--- src/aspv_pkg.sv ---
/*
 * Constants, types and register map of the antenna supervisor.
 * Assumes one 125 MHz clock and an AXI4-Lite master with 32-bit data.
 */
// Operation
// No antenna status is reported while supply control is off.
// A 1 in the supply-control setting switches supply control on.
// The supply-off output is active high: low powers the antenna.
// With short detection on, a low short input counts as a short.
// A short without power-down reports SHORT and keeps power on.
// SHORT stays until recovery timeout, power cycle or detect toggle.
// A 1 in the short-recovery setting enables timed recovery.
// With recovery on, a short cuts power and reports power OFF.
// After the timeout power returns and no short gives OK, power ON.
// A 1 in the open-detect setting enables open detection.
// With open detection on, low present input is OPEN, high is OK.
// The far circuit drives present high while current is drawn.
// At start the feature list is sent, then INIT, then OK.
// With an antenna connected the first state after start is OK.
// Recovery time is a parameter and inputs are synchronised.
package aspv_pkg;

	// ------------------------------------------------------------
	// Register map
	// ------------------------------------------------------------
	localparam int          ADDR_W      = 8;
	localparam logic [7:0]  OFF_CONFIG  = 8'h00;
	localparam logic [7:0]  OFF_STATUS  = 8'h04;
	localparam logic [7:0]  OFF_FEATURE = 8'h08;
	localparam logic [7:0]  OFF_IRQ_ST  = 8'h0c;
	localparam logic [7:0]  OFF_IRQ_CLR = 8'h10;
	localparam logic [7:0]  OFF_IRQ_EN  = 8'h14;
	localparam logic [1:0]  RESP_OKAY   = 2'h0;
	localparam logic [1:0]  RESP_SLVERR = 2'h2;

	// ------------------------------------------------------------
	// Field layouts and reset values
	// ------------------------------------------------------------
	typedef struct packed {
		logic power_down_on_short;
		logic open_detect_enable;
		logic short_recovery_enable;
		logic short_detect_enable;
		logic supply_control_enable;
	} aspv_cfg_type;

	localparam logic [4:0]  CFG_RST     = 5'h00;
	localparam int          EV_W        = 4;
	localparam int          EV_SHORT    = 0;
	localparam int          EV_OPEN     = 1;
	localparam int          EV_OK       = 2;
	localparam int          EV_RETEST   = 3;

	typedef enum logic [1:0] {
		ANT_INIT  = 2'h0,
		ANT_OK    = 2'h1,
		ANT_SHORT = 2'h2,
		ANT_OPEN  = 2'h3
	} aspv_ant_type;

	typedef enum logic [3:0] {
		ST_IDLE = 4'h1,
		ST_FEAT = 4'h2,
		ST_INIT = 4'h4,
		ST_RUN  = 4'h8
	} aspv_fsm_type;

	localparam logic MSG_FEATURES = 1'h0;
	localparam logic MSG_STATUS   = 1'h1;

	typedef struct packed {
		logic       valid;
		logic       kind;
		logic [4:0] code;
	} aspv_msg_type;

	// ------------------------------------------------------------
	// Timing
	// ------------------------------------------------------------
	localparam int CLK_MHZ     = 125;
	localparam int RECOVER_MS  = 1000;
	localparam int RECOVER_CYC = RECOVER_MS * CLK_MHZ * 1000;
	localparam int SETTLE_CYC  = 4;

	// ------------------------------------------------------------
	// AXI4-Lite carriers
	// ------------------------------------------------------------
	typedef struct packed {
		logic              awvalid;
		logic [ADDR_W-1:0] awaddr;
		logic              wvalid;
		logic [31:0]       wdata;
		logic [3:0]        wstrb;
		logic              bready;
		logic              arvalid;
		logic [ADDR_W-1:0] araddr;
		logic              rready;
	} aspv_axi_in_type;

	typedef struct packed {
		logic        awready;
		logic        wready;
		logic        bvalid;
		logic [1:0]  bresp;
		logic        arready;
		logic        rvalid;
		logic [31:0] rdata;
		logic [1:0]  rresp;
	} aspv_axi_out_type;

endpackage

--- src/aspv_sync.sv ---
/*
 * Two-flop synchroniser for the antenna sense inputs.
 * Assumes inputs idle high, as the pads carry pull-ups.
 */
`timescale 1ns/1ns
module aspv_sync
	import aspv_pkg::*;
#(
	parameter int W = 2
) (
	// Clock and reset
	input  wire logic         i_clk,
	input  wire logic         i_resetn,
	// Lines
	input  wire logic [W-1:0] i_async,
	output logic      [W-1:0] o_sync
);

	typedef struct packed {
		logic [W-1:0] meta;
		logic [W-1:0] sync;
	} aspv_sync_state_type;

	aspv_sync_state_type r;
	aspv_sync_state_type next_r;

	always_comb begin
		next_r.meta = i_async;
		next_r.sync = r.meta;
	end

	always_ff @(posedge i_clk) begin
		if (!i_resetn) begin
			r <= '1;
		end else begin
			r <= next_r;
		end
	end

	assign o_sync = r.sync;

endmodule

--- src/aspv_timer.sv ---
/*
 * One-shot down counter for recovery and re-test delays.
 * Assumes i_count is at least one when i_start pulses.
 */
`timescale 1ns/1ns
module aspv_timer
	import aspv_pkg::*;
(
	// Clock and reset
	input  wire logic        i_clk,
	input  wire logic        i_resetn,
	// Control
	input  wire logic        i_start,
	input  wire logic [31:0] i_count,
	output logic             o_done
);

	typedef struct packed {
		logic [31:0] cnt;
		logic        busy;
		logic        done;
	} aspv_timer_state_type;

	aspv_timer_state_type r;
	aspv_timer_state_type next_r;

	// Restart wins over a running count
	always_comb begin
		next_r      = r;
		next_r.done = 1'b0;
		if (i_start) begin
			next_r.cnt  = i_count - 32'h1;
			next_r.busy = 1'b1;
		end else if (r.busy) begin
			if (r.cnt == 32'h0) begin
				next_r.busy = 1'b0;
				next_r.done = 1'b1;
			end else begin
				next_r.cnt = r.cnt - 32'h1;
			end
		end
	end

	always_ff @(posedge i_clk) begin
		if (!i_resetn) begin
			r <= '0;
		end else begin
			r <= next_r;
		end
	end

	assign o_done = r.done;

endmodule

--- src/aspv_top.sv ---
/*
 * Active antenna supervisor with AXI4-Lite registers and interrupt.
 * Assumes the short and present pads sit on pull-ups and that the
 * external bias switch follows the supply-off output.
 */
// The register addresses and the AXI4-Lite register port were left to the implementer.
`timescale 1ns/1ns
module aspv_top
	import aspv_pkg::*;
#(
	parameter int P_RECOVER_CYC = RECOVER_CYC
) (
	// Clock and reset
	input  wire logic             i_clk,
	input  wire logic             i_resetn,
	// Register bus
	input  wire aspv_axi_in_type  i_axi,
	output aspv_axi_out_type      o_axi,
	// Antenna pins
	input  wire logic             i_antenna_short_in_low,
	input  wire logic             i_antenna_present_in,
	output logic                  o_antenna_supply_off_out,
	// Status messages and interrupt
	output aspv_msg_type          o_msg,
	output logic                  o_irq
);

	// ------------------------------------------------------------
	// State
	// ------------------------------------------------------------
	typedef struct packed {
		aspv_fsm_type      fsm;
		aspv_cfg_type      cfg;
		aspv_ant_type      ant;
		logic              supply_off;
		logic              retest;
		logic              tmr_start;
		logic              tmr_long;
		aspv_msg_type      msg;
		logic [EV_W-1:0]   irq_st;
		logic [EV_W-1:0]   irq_en;
		logic              irq;
		logic              aw_held;
		logic [ADDR_W-1:0] awaddr;
		logic              w_held;
		logic [31:0]       wdata;
		logic [3:0]        wstrb;
		aspv_axi_out_type  axi;
	} aspv_top_state_type;

	aspv_top_state_type r;
	aspv_top_state_type next_r;

	logic [1:0]  sense;
	logic        short_s;
	logic        present_s;
	logic        tmr_done;
	logic [31:0] tmr_count;

	function automatic logic hit(input logic [ADDR_W-1:0] a,
			input logic [7:0] off);
		hit = (a[7:2] == off[7:2]);
	endfunction

	function automatic logic [4:0] features(input aspv_cfg_type c);
		features = {c.short_recovery_enable, c.power_down_on_short,
			c.open_detect_enable, c.short_detect_enable,
			c.supply_control_enable};
	endfunction

	// ------------------------------------------------------------
	// Sense inputs and timer
	// ------------------------------------------------------------
	aspv_sync #(
		.W (2)
	) u_sync (
		.i_clk    (i_clk),
		.i_resetn (i_resetn),
		.i_async  ({i_antenna_short_in_low, i_antenna_present_in}),
		.o_sync   (sense)
	);

	assign short_s   = sense[1];
	assign present_s = sense[0];
	assign tmr_count = r.tmr_long ? 32'(P_RECOVER_CYC) : 32'(SETTLE_CYC);

	aspv_timer u_timer (
		.i_clk    (i_clk),
		.i_resetn (i_resetn),
		.i_start  (r.tmr_start),
		.i_count  (tmr_count),
		.o_done   (tmr_done)
	);

	// ------------------------------------------------------------
	// Next state
	// ------------------------------------------------------------
	always_comb begin
		logic [EV_W-1:0] ev;
		logic [EV_W-1:0] clr;
		logic            cut;
		logic            do_wr;
		logic            do_rd;
		ev     = '0;
		clr    = '0;
		cut    = r.cfg.short_recovery_enable | r.cfg.power_down_on_short;
		do_wr  = 1'b0;
		do_rd  = 1'b0;
		next_r = r;
		next_r.msg       = '0;
		next_r.tmr_start = 1'b0;

		// Supervisor sequence
		unique case (r.fsm)
			ST_IDLE: begin
				next_r.ant        = ANT_INIT;
				next_r.supply_off = 1'b0;
				next_r.retest     = 1'b0;
				if (r.cfg.supply_control_enable) begin
					next_r.fsm = ST_FEAT;
				end
			end
			ST_FEAT: begin
				next_r.msg = '{1'b1, MSG_FEATURES, features(r.cfg)};
				next_r.fsm = ST_INIT;
			end
			ST_INIT: begin
				next_r.msg = '{1'b1, MSG_STATUS, 5'(ANT_INIT)};
				next_r.fsm = ST_RUN;
			end
			ST_RUN: begin
				if (r.ant == ANT_SHORT) begin
					if (!r.cfg.short_detect_enable) begin
						next_r.ant        = ANT_OK;
						next_r.supply_off = 1'b0;
						next_r.retest     = 1'b0;
						ev[EV_OK]         = 1'b1;
					end else if (tmr_done && !r.retest) begin
						// Power back on, let the line settle
						next_r.supply_off = 1'b0;
						next_r.retest     = 1'b1;
						next_r.tmr_start  = 1'b1;
						next_r.tmr_long   = 1'b0;
						ev[EV_RETEST]     = 1'b1;
					end else if (tmr_done) begin
						next_r.retest = 1'b0;
						if (short_s) begin
							next_r.ant = ANT_OK;
							ev[EV_OK]  = 1'b1;
						end else begin
							next_r.supply_off = 1'b1;
							next_r.tmr_start  = 1'b1;
							next_r.tmr_long   = 1'b1;
						end
					end
				end else if (r.cfg.short_detect_enable && !short_s) begin
					next_r.ant        = ANT_SHORT;
					next_r.supply_off = cut;
					ev[EV_SHORT]      = 1'b1;
					if (r.cfg.short_recovery_enable) begin
						next_r.tmr_start = 1'b1;
						next_r.tmr_long  = 1'b1;
					end
				end else if (r.cfg.open_detect_enable && !present_s) begin
					if (r.ant != ANT_OPEN) begin
						next_r.ant    = ANT_OPEN;
						ev[EV_OPEN]   = 1'b1;
					end
				end else if (r.ant != ANT_OK) begin
					next_r.ant = ANT_OK;
					ev[EV_OK]  = 1'b1;
				end
				if (next_r.ant != r.ant) begin
					next_r.msg = '{1'b1, MSG_STATUS, 5'(next_r.ant)};
				end
			end
			default: begin
				next_r.fsm = ST_IDLE;
			end
		endcase

		// Switching supply control off silences messages and new events
		if (!r.cfg.supply_control_enable) begin
			next_r.fsm = ST_IDLE;
			next_r.msg = '0;
			ev         = '0;
		end

		// Bus: address and data latched in either order
		if (i_axi.awvalid && r.axi.awready) begin
			next_r.aw_held = 1'b1;
			next_r.awaddr  = i_axi.awaddr;
		end
		if (i_axi.wvalid && r.axi.wready) begin
			next_r.w_held = 1'b1;
			next_r.wdata  = i_axi.wdata;
			next_r.wstrb  = i_axi.wstrb;
		end
		if (r.aw_held && r.w_held && !r.axi.bvalid) begin
			do_wr              = 1'b1;
			next_r.aw_held     = 1'b0;
			next_r.w_held      = 1'b0;
			next_r.axi.bvalid  = 1'b1;
			next_r.axi.bresp   = RESP_OKAY;
		end
		if (r.axi.bvalid && i_axi.bready) begin
			next_r.axi.bvalid = 1'b0;
		end
		if (do_wr) begin
			if (hit(r.awaddr, OFF_CONFIG)) begin
				if (r.wstrb[0]) begin
					next_r.cfg = r.wdata[4:0];
				end
			end else if (hit(r.awaddr, OFF_IRQ_CLR)) begin
				if (r.wstrb[0]) begin
					clr = r.wdata[EV_W-1:0];
				end
			end else if (hit(r.awaddr, OFF_IRQ_EN)) begin
				if (r.wstrb[0]) begin
					next_r.irq_en = r.wdata[EV_W-1:0];
				end
			end else if (!hit(r.awaddr, OFF_STATUS)
					&& !hit(r.awaddr, OFF_FEATURE)
					&& !hit(r.awaddr, OFF_IRQ_ST)) begin
				next_r.axi.bresp = RESP_SLVERR;
			end
		end

		do_rd = i_axi.arvalid && r.axi.arready;
		if (do_rd) begin
			next_r.axi.rvalid = 1'b1;
			next_r.axi.rresp  = RESP_OKAY;
			next_r.axi.rdata  = '0;
			if (hit(i_axi.araddr, OFF_CONFIG)) begin
				next_r.axi.rdata[4:0] = r.cfg;
			end else if (hit(i_axi.araddr, OFF_STATUS)) begin
				// Status fields read zero while not reporting
				if (r.fsm != ST_IDLE) begin
					next_r.axi.rdata[1:0] = r.ant;
					next_r.axi.rdata[2]   = !r.supply_off;
					next_r.axi.rdata[3]   = 1'b1;
				end
				next_r.axi.rdata[4] = short_s;
				next_r.axi.rdata[5] = present_s;
			end else if (hit(i_axi.araddr, OFF_FEATURE)) begin
				next_r.axi.rdata[4:0] = features(r.cfg);
			end else if (hit(i_axi.araddr, OFF_IRQ_ST)) begin
				next_r.axi.rdata[EV_W-1:0] = r.irq_st;
			end else if (hit(i_axi.araddr, OFF_IRQ_EN)) begin
				next_r.axi.rdata[EV_W-1:0] = r.irq_en;
			end else if (!hit(i_axi.araddr, OFF_IRQ_CLR)) begin
				next_r.axi.rresp = RESP_SLVERR;
			end
		end else if (r.axi.rvalid && i_axi.rready) begin
			next_r.axi.rvalid = 1'b0;
		end

		// New events win over a clear in the same cycle
		next_r.irq_st      = (r.irq_st & ~clr) | ev;
		next_r.irq         = |(next_r.irq_st & next_r.irq_en);
		next_r.axi.awready = !next_r.aw_held && !next_r.axi.bvalid;
		next_r.axi.wready  = !next_r.w_held && !next_r.axi.bvalid;
		next_r.axi.arready = !next_r.axi.rvalid;
	end

	always_ff @(posedge i_clk) begin
		if (!i_resetn) begin
			r             <= '0;
			r.fsm         <= ST_IDLE;
			r.cfg         <= CFG_RST;
			r.ant         <= ANT_INIT;
		end else begin
			r <= next_r;
		end
	end

	// ------------------------------------------------------------
	// Outputs
	// ------------------------------------------------------------
	assign o_axi                    = r.axi;
	assign o_antenna_supply_off_out = r.supply_off;
	assign o_msg                    = r.msg;
	assign o_irq                    = r.irq;
endmodule

--- config.mk ---
export PLATFORM = sky130hd
export DESIGN_NAME = aspv_top
export DESIGN_NICKNAME = d
export VERILOG_FILES = /design/src/aspv_pkg.sv /design/src/aspv_sync.sv /design/src/aspv_timer.sv /design/src/aspv_top.sv
export SDC_FILE = /design/constraint.sdc
export NUM_CORES = 1
export LEC_CHECK = 0
export BUFFER_PORTS_ARGS = -buffer_cell sky130_fd_sc_hd__buf_2
export CAP_MARGIN = 20
export CORE_ASPECT_RATIO = 1.1
export CORE_MARGIN = 5
export CORE_UTILIZATION = 55
export DETAILED_ROUTE_END_ITERATION = 10
export PLACE_DENSITY = 0.87
export SLEW_MARGIN = 10
export SYNTH_ARGS = -nofsm -noshare
export SYNTH_HDL_FRONTEND = slang
export SYNTH_SLANG_ARGS = --single-unit
--- constraint.sdc ---
create_clock -name i_clk -period 3.5 [get_ports i_clk]
set_input_delay 0.175 -clock i_clk [delete_from_list [all_inputs] [get_ports i_clk]]
set_output_delay 0.175 -clock i_clk [all_outputs]
set_load 0.02 [all_outputs]
==> reports/metrics.sh, run 1 <==
OUTCOME='completed'
SEQ_AREA_FRAC_SYNTH_PCT=39.09
ASYNC_RESET_FF_SHARE_PCT=0
WORSTPATHCELLLIST='nor4_1 > nand4_1 > o31ai_4 > buf_4 > a32o_1 > a211o_1'
CRITPATHKIND='register to register'
PLACE_CONGESTION=0.9259
SYNTH_FA_HA_AREA_SHARE_PCT=0.2519
P_SEQ_SHARE_PCT=55.0
MAX_CAP_VIOL_COUNT=0
R2R.WORST_PATH.CELLS=6
NETS=665
SETUP_TOTAL_NEGATIVE_SLACK_NS=0
CRITPATHARRIVALTIME_NS=2.84
SYNTHSIMPLEGATEAREAFRAC_PCT=26.02
DRIVE_ABOVE_1_SHARE_PCT=14.97
HOLD_PATH_CLASS='input port to register'
GRT_BUSIEST_LAYER='met2'
ROWS=36
WORSTSETUPPATHDEPTH=6
WORST_SETUP_PATH_START_KIND='register'
FIN_TOTAL_PWR_mW=2.065
LAYOUT.AREA.SEQ_SQ_UM=1942
KIND_OF_END_POINT_OF_THE_CRITICAL_PATH='register'
FIN_AREA_SQ_UM=5231
SETUP_SLACK_NS=0.9766
TRITONCTS_CLOCK_TREE='yes'
ANTENNA_VIOLATIONS_BEFORE_REPAIR=0
DRT_WL_TOTAL_UM=11110
PERIOD_UTILIZATION_PCT=72.10
TIMING_HOLD_VIOLATIONS_FINAL=0
SYNTHCELLS=587
PATH_BUF_INV=1
CLOCK_ROOT_BUFFER='sky130_fd_sc_hd__clkbuf_8'
VIAS_IN_THE_FIRST_GLOBAL_ROUTE=4134
IOPINCOUNT=111
MAX_STAGE_DELAY_NS=0.55
POST_DP_HPWL_UM=8000
POST-PLACE-WS_NS=1.005
PORT_BUFFERS=49
COMMONEST_REGISTER_CELL_AFTER_SYNTHESIS='sky130_fd_sc_hd__dfxtp_1'
CLK_PIN_SLEW_WORST_PATHS_NS=0.10
VIAS_PER_CELL=5.954
SYNTH_AREA_LEADER_CELL='sky130_fd_sc_hd__dfxtp_1'
GRT_REMAINING_OVERFLOW=0
MULTI_INPUT_AREA_SQ_UM=2554
IR_WORST_VDD_mV=0.2532
CRIT_FANOUT=23
WORST_EP_REQUIRED_TIME_NS=3.82
COMBINATIONAL_FAMILY_WITH_THE_MOST_AREA_AFTER_SYNTHESIS='simple AND/OR/NAND/NOR gates'
GRT_USAGE_PCT=20.30
GROUTE.LAYER.MET1.USAGE_PCT=22.89
ROUTE.DETAILED.DRC=0
GR-USAGE-MET2_PCT=37.77
SYNTH_XOR_XNOR_AREA_SHARE_PCT=0.7053
ROUTED-VIA-COUNT=4299
FINAL.HOLD.WORST_SLACK_NS=0.04992
DPL_CELL_AREA_SQ_UM=4992
SYNTHTOPCELLSBYAREA='sky130_fd_sc_hd__dfxtp_1 (39%), sky130_fd_sc_hd__buf_4 (7.6%), sky130_fd_sc_hd__a21oi_1 (5.3%)'
NUMBER_OF_CELLS_IN_THE_FINISHED_LAYOUT_APART_FROM_FILLERS=722
GLOBALROUTEMET3UTIL_PCT=2.919
POST-PLACE-CELLS=704
ROUTED_WIRE_LENGTH_PER_INSTANCE_UM=15.39
FINAL_CORE_UTILIZATION_PCT=59.25
DESIGN.CORE.AREA_SQ_UM=8828
FLOORPLAN.INITIALDENSITY_PCT=56.26
SLOWEST_STAGE='sky130_fd_sc_hd__nor4_1'
FP.DIEW_UM=100.6
POST-SYNTH-TOP-AREA-FRACTION_PCT=39.09
ACHIEVABLE-FREQUENCY_GHz=0.3963
POWER.SWITCHING_uW=499.8
GRT_FIRST_PASS_WIRELENGTH_UM=18480
SYNTH_COMPOUND_AREA_SHARE_PCT=20.18
CTS-HTREE-LEVELS=3
CELLLEAKAGEPOWER_nW=2.051
CELL_PWR_DENSITY_nW_PER_UM2=394.7
TRITONCTS_NUM_SINKS=97
FINAL.FILL_COUNT=773
SYN-CELL-AREA_SQ_UM=4967
SETUP-VIOLATIONS-FINAL=0
WORST_SLEW_PIN_SLEW_NS=0.8027
SYNTH_ENABLE_FLOP_CELLS=0
YOSYS-TOP-CELLS-COUNT='sky130_fd_sc_hd__dfxtp_1 (97), sky130_fd_sc_hd__a21oi_1 (53), sky130_fd_sc_hd__buf_4 (50), sky130_fd_sc_hd__nor2_1 (48), sky130_fd_sc_hd__nand2_1 (42)'
YS_FF_LATCH=97
CTS_BUFFER_DEPTH=2
DIE_H_UM=109.7
FIN_WORST_SKEW_NS=0.01145
FP.DIEAREA_SQ_UM=11030
CTS.REPAIR_TIMING.SETUP_BUFFER_COUNT=0
P_CLK_SHARE_PCT=38.9
TIMING.CRITICAL_PATH.MAX_DELAY_FAMILY='simple AND/OR/NAND/NOR gates'
INTERNAL_POWER_mW=1.565
SYN_AVG_CELL_AREA_SQ_UM=8.462
CLOCK_INSERTION_DELAY_WORST_SKEW_NS=0.37
CELLS_ON_WORST_HOLD_PATH=3
DRTITER0DRC=280
TRITONCTS.NUM_BUFFERS=9
SYNTH.LIB_CELLS_USED.DISTINCT=77
PIN_COUNT_OF_THE_BIGGEST_NET_ENTERING_GLOBAL_ROUTING=47
N_ANTENNA_CELL=0
YOSYSWARNINGCOUNT=0
FINAL-MAX-SLEW-VIOLATION-COUNT=0
FINAL_ANTENNA_NET_COUNT=0
GATE_POWER_SHARE_PCT=6.1
DRT_FIRST_PASS_ITERS=5
SYNTHTOLAYOUTAREAGROWTH_PCT=5.315
SYNTHMOSTINSTANTIATEDCELL='sky130_fd_sc_hd__dfxtp_1'
WORST_CASE_HEADROOM_TO_THE_MAX_SLEW_LIMIT_PCT=46.29
POWER.SWITCHING_FRACTION_PCT=24.21
GRT_SETUP_UNREPAIRED='no'
POST-ROUTE-MIN-PERIOD_NS=2.523
POST_SYNTH_MUX_AREA_SHARE_PCT=2.217
placed cells by master, fill, tap and decap left out, types with 12 or more instances in the layout:
master / instances
sky130_fd_sc_hd__a21oi_1: 53
sky130_fd_sc_hd__buf_2: 49
sky130_fd_sc_hd__conb_1: 27
sky130_fd_sc_hd__dfxtp_1: 97
sky130_fd_sc_hd__inv_1: 16
sky130_fd_sc_hd__nand2_1: 42
sky130_fd_sc_hd__nand2b_1: 13
sky130_fd_sc_hd__nand3_1: 24
sky130_fd_sc_hd__nor2_1: 48
sky130_fd_sc_hd__nor4_1: 12
sky130_fd_sc_hd__o21ai_0: 14
sky130_fd_sc_hd__o31ai_1: 13
sky130_fd_sc_hd__or3_1: 13
path summary, 6_finish.rpt:
check / from / end / slack [ns]
hold / removal: i_axi[51] / r[81] / 0.05
setup / recovery: u_timer.r[19] / u_timer.r[27] / 0.98
setup reg to reg: u_timer.r[19] / u_timer.r[27] / 0.98
hold reg to reg: u_sync.next_r[1] / u_sync.o_sync[1] / 0.42
worst register-to-register path, stage by stage (launching register included):
cell and delay, ns:
sky130_fd_sc_hd__dfxtp_1 0.38, sky130_fd_sc_hd__nor4_1 0.55, sky130_fd_sc_hd__nand4_1 0.39, sky130_fd_sc_hd__o31ai_4 0.51, sky130_fd_sc_hd__buf_4 0.35, sky130_fd_sc_hd__a32o_1 0.17
sky130_fd_sc_hd__a211o_1 0.12
cell families (layout without fill, tap and decap cells):
family | after synthesis | in the layout
buffers and inverters | 95 | 90
flip-flops | 97 | 97
other | 1 | 27
AND/OR/NAND/NOR | 230 | 230
AO/OA/AOI/OAI | 148 | 148
multiplexers | 11 | 11
XOR/XNOR | 4 | 4
adder cells (fa/ha/maj) | 1 | 1
per-layer routing:
metal	share of wire, %	wire (um)	vias to the layer above
met2	53	5903	133
met4	1.7	186	0
met5	0	0	-
met1	40	4431	2033
met3	5.3	587	26
li1	-	-	2107
power groups by stage:
stage / Clock [mW] / Combinational, mW / Sequential [mW]
finish: 0.802 / 0.126 / 1.14
CTS: 0.812 / 0.125 / 1.14
global placement: 0 / 0.120 / 1.16
global route: 0.866 / 0.138 / 1.14
floorplan: 0 / 0.129 / 1.15
detailed placement: 0 / 0.123 / 1.16
sequential cells by signal (all words and copies together) (netlist names), named ones only:
signal / count
o_antenna_supply_off_out: 1
o_axi: 12
o_irq: 1
o_msg: 7
r: 36
u_sync.next_r: 2
u_sync.o_sync: 2
u_timer.o_done: 1
u_timer.r: 33
timing repair:
action	in CTS	in global routing
hold buffers	2	0
endpoints found under the hold margin	2	0
resized for setup	0	0
endpoints found under the setup margin	0	0
cell type report:
class,instances,share of cell area [%]
well taps,114,2.727
clock buffers,10,2.440
multi-input cells,421,48.82
clock inverters,6,1.746
inverters,17,1.220
flip-flops and latches,97,37.12
repair buffers,57,5.932
No activity file was read; power rests on OpenSTA's default activity.
==> inputs of run 2 (changes only) <==
--- a/config.mk
+++ b/config.mk
@@ -9,9 +9,9 @@
 export CAP_MARGIN = 20
 export CORE_ASPECT_RATIO = 1.1
 export CORE_MARGIN = 5
-export CORE_UTILIZATION = 55
+export CORE_UTILIZATION = 54
 export DETAILED_ROUTE_END_ITERATION = 10
-export PLACE_DENSITY = 0.87
+export PLACE_DENSITY = 0.86
 export SLEW_MARGIN = 10
 export SYNTH_ARGS = -nofsm -noshare
 export SYNTH_HDL_FRONTEND = slang
==> constraint.sdc (replaced) <==
create_clock -name i_clk -period 2.6 [get_ports i_clk]
set_input_delay 0.13 -clock i_clk [delete_from_list [all_inputs] [get_ports i_clk]]
set_output_delay 0.13 -clock i_clk [all_outputs]
set_load 0.02 [all_outputs]
==> run 2 against run 1 <==
Net effect:
- cell count increased by 1.2%
- sequential power is 34% higher
- clock power up 32%
- critical path depth is the same
- combinational power rose by 39%
- via count is 1.3% higher
- first-iteration DRC count is 6.1% higher
- clock skew shrank 0.00059 ns
- sequential share of layout area is 0.45 points lower
- hold slack worse by 0.032 ns
- non-clock buffer count increased by 9
- wire length up 1.0%
- critical path type unchanged
- critical endpoint is now u_timer.r[5]
==> reports/metrics.sh, run 2 (synthesis results as in run 1) <==
POST_CTS.RESIZED_INSTANCES=0  # unchanged
FINAL.FILL_COUNT=804  # +4.0%
TIMING.RR.END='u_timer.r[5]'
FF2FF_SETUP_SLACK_NS=0.12  # -0.86 ns
WORST_CASE_HEADROOM_TO_THE_MAX_SLEW_LIMIT_PCT=49.14  # +2.9 points
IR_WORST_VDD_mV=0.2609  # +3.0%
PIN_COUNT_OF_THE_BIGGEST_NET_ENTERING_GLOBAL_ROUTING=43  # -8.5%
HOLD_PATH_CLASS='input port to register'
SETUP_SLACK_NS=0.1186  # -0.8580 ns
DIE_H_UM=110.6  # +0.84%
SETUP-VIOLATIONS-FINAL=0  # unchanged
DPL_CELL_AREA_SQ_UM=5045  # +1.1%
CELLLEAKAGEPOWER_nW=2.088  # +1.8%
WORST_SETUP_PATH_START_KIND='register'
WORST_EP_REQUIRED_TIME_NS=2.86  # -0.96 ns
NETS=674  # +1.4%
R2R.WORST_PATH.CELLS=6  # unchanged
FIN_TOTAL_PWR_mW=2.762  # +34%
VIAS_PER_CELL=5.958  # about the same
CELL_PWR_DENSITY_nW_PER_UM2=521.6  # +32%
TRITONCTS.NUM_BUFFERS=9  # unchanged
TRITONCTS_NUM_SINKS=97  # unchanged
OUTCOME='completed'
CLK_PIN_SLEW_WORST_PATHS_NS=0.09  # about the same
ACHIEVABLE-FREQUENCY_GHz=0.4030  # +1.7%
CTS_BUFFER_DEPTH=2  # unchanged
TIMING_HOLD_VIOLATIONS_FINAL=0  # unchanged
CTS_HOLD_REPAIR.BUFFERS=4  # +2
CTS.REPAIR_TIMING.SETUP_BUFFER_COUNT=0  # unchanged
LAYOUT.CELLS.MOST_COMMON='sky130_fd_sc_hd__dfxtp_1'
SYNTHTOLAYOUTAREAGROWTH_PCT=6.600
N_ANTENNA_CELL=0  # unchanged
DESIGN.CORE.AREA_SQ_UM=8919  # +1.0%
WORSTREG2REGSTART='u_timer.r[19]'
VIAS_IN_THE_FIRST_GLOBAL_ROUTE=4107  # -0.65%
CLOCK_ROOT_BUFFER='sky130_fd_sc_hd__clkbuf_8'
FP.DIEW_UM=101.4  # +0.83%
PERIOD_UTILIZATION_PCT=95.44  # +23 points
PORT_BUFFERS=49  # unchanged
DRT_FIRST_PASS_ITERS=5  # unchanged
FINAL_ANTENNA_NET_COUNT=0  # unchanged
CRITPATHARRIVALTIME_NS=2.74  # -0.10 ns
WORSTPATHCELLLIST='nor4_1 > nand4_1 > nor3_2 > buf_4 > nor2_1 > a221o_1'
GRT_USAGE_PCT=19.77  # -0.53 points
HOLD_PATH_STARTPOINT='i_axi[51]'
CRIT_FANOUT=9  # -61%
CELLS_ON_WORST_HOLD_PATH=3  # unchanged
CRITPATHKIND='register to register'
GRT_FIRST_PASS_WIRELENGTH_UM=18530  # +0.30%
DRT_WL_TOTAL_UM=11220  # +1.0%
REGMOSTFLOPS='r'
SETUP_TOTAL_NEGATIVE_SLACK_NS=0  # unchanged
ROUTE.DETAILED.DRC=0  # unchanged
FIN_WORST_SKEW_NS=0.01086  # -0.0005853 ns
MAX_STAGE_DELAY_NS=0.59  # +0.04 ns
PLACE_CONGESTION=0.9101  # -1.7%
LAYOUT.CELLS.MOST_COMMON_LIST='sky130_fd_sc_hd__dfxtp_1 (97), sky130_fd_sc_hd__a21oi_1 (53), sky130_fd_sc_hd__buf_2 (49), sky130_fd_sc_hd__nor2_1 (48), sky130_fd_sc_hd__nand2_1 (42)'
KIND_OF_END_POINT_OF_THE_CRITICAL_PATH='register'
ROUTED_WIRE_LENGTH_PER_INSTANCE_UM=15.35  # -0.24%
FINAL-MAX-SLEW-VIOLATION-COUNT=0  # unchanged
CTS-HTREE-LEVELS=3  # unchanged
POST-PLACE-WS_NS=0.2308  # -0.7744 ns
SLOWEST_STAGE='sky130_fd_sc_hd__nor4_1'
DRIVE_ABOVE_1_SHARE_PCT=15.72  # +0.75 points
IOPINCOUNT=111  # unchanged
WORST_SLEW_PIN_SLEW_NS=0.7601  # -0.04261 ns
ANTENNA_VIOLATIONS_BEFORE_REPAIR=0  # unchanged
DRTITER0DRC=297  # +6.1%
FLOORPLAN.INITIALDENSITY_PCT=55.70  # -0.57 points
FIN_AREA_SQ_UM=5295  # +1.2%
POST-ROUTE-MIN-PERIOD_NS=2.481  # -0.04205 ns
POST_DP_HPWL_UM=8209  # +2.6%
GRT_SETUP_UNREPAIRED='no'
ROUTED-VIA-COUNT=4355  # +1.3%
HOLD_PATH_END='r[81]'
MAX_CAP_VIOL_COUNT=0  # unchanged
GRT_REMAINING_OVERFLOW=0  # unchanged
ROWS=36  # unchanged
LARGEST_REG_FLOPS=36  # unchanged
TRITONCTS_CLOCK_TREE='yes'
FP.DIEAREA_SQ_UM=11220  # +1.7%
CLOCK_INSERTION_DELAY_WORST_SKEW_NS=0.37  # about the same
-- run 2: cell count changes in the layout (fill, tap and decap cells not counted), sizes merged --
cell	change
buf	+7
clkinv	-1
clkbuf	+1
dlygate4sd3	+2
-- run 2: worst max path at each step --
stage | from | to | depth (start not counted)
after floorplan | u_timer.r[2] | u_timer.r[5] | 8
after detailed placement | u_timer.r[19] | u_timer.r[5] | 6
final | u_timer.r[19] | u_timer.r[5] | 6
after global routing | u_timer.r[2] | u_timer.r[14] | 8
after global placement | u_timer.r[27] | u_timer.r[5] | 6
after CTS | u_timer.r[19] | u_timer.r[5] | 6
-- run 2: critical path: cells and delay by family, from the launching register on --
| family | cells | cell delay, ns |
|---|---|---|
| DFF | 1 | 0.37 |
| AOI/OAI and AO/OA | 1 | 0.35 |
| and+or+nand+nor | 4 | 1.43 |
| buffers and inverters | 1 | 0.22 |
-- run 2: layer usage --
layer | GRT usage, % | part of all wire, % | vias up
li1 | - | - | 2124
met1 | 22.61 | 41 | 2062
met2 | 34.77 | 51 | 138
met3 | 4.161 | 5.6 | 31
met4 | 8.422 | 2.6 | 0
met5 | 0 | 0 | -
-- run 2: stage by stage --
stage	cells	utilization (%)	hold WS, ns
after detailed placement	711	56.57	0.3184
after global routing	731	59.37	0.008844
after CTS	731	59.37	0.001047
after global placement	711	56.57	0.3145
final	731	59.37	0.01824
after floorplan	613	-	0.2315
-- run 2: report_power, final --
part / switching, mW / internal, mW
clock: 0.513 / 0.543
sequential: 0.0220 / 1.51
combinational: 0.121 / 0.0549
-- run 2: final cells by class --
class	count	area (sq um)	area share [%]
clock buffer	11	131.4	2.481
clock inverter	5	78.83	1.489
inverter	17	63.81	1.205
multi-input combinational	421	2554	48.23
sequential	97	1942	36.67
tap	114	142.6	2.694
timing repair buffer	66	382.9	7.231
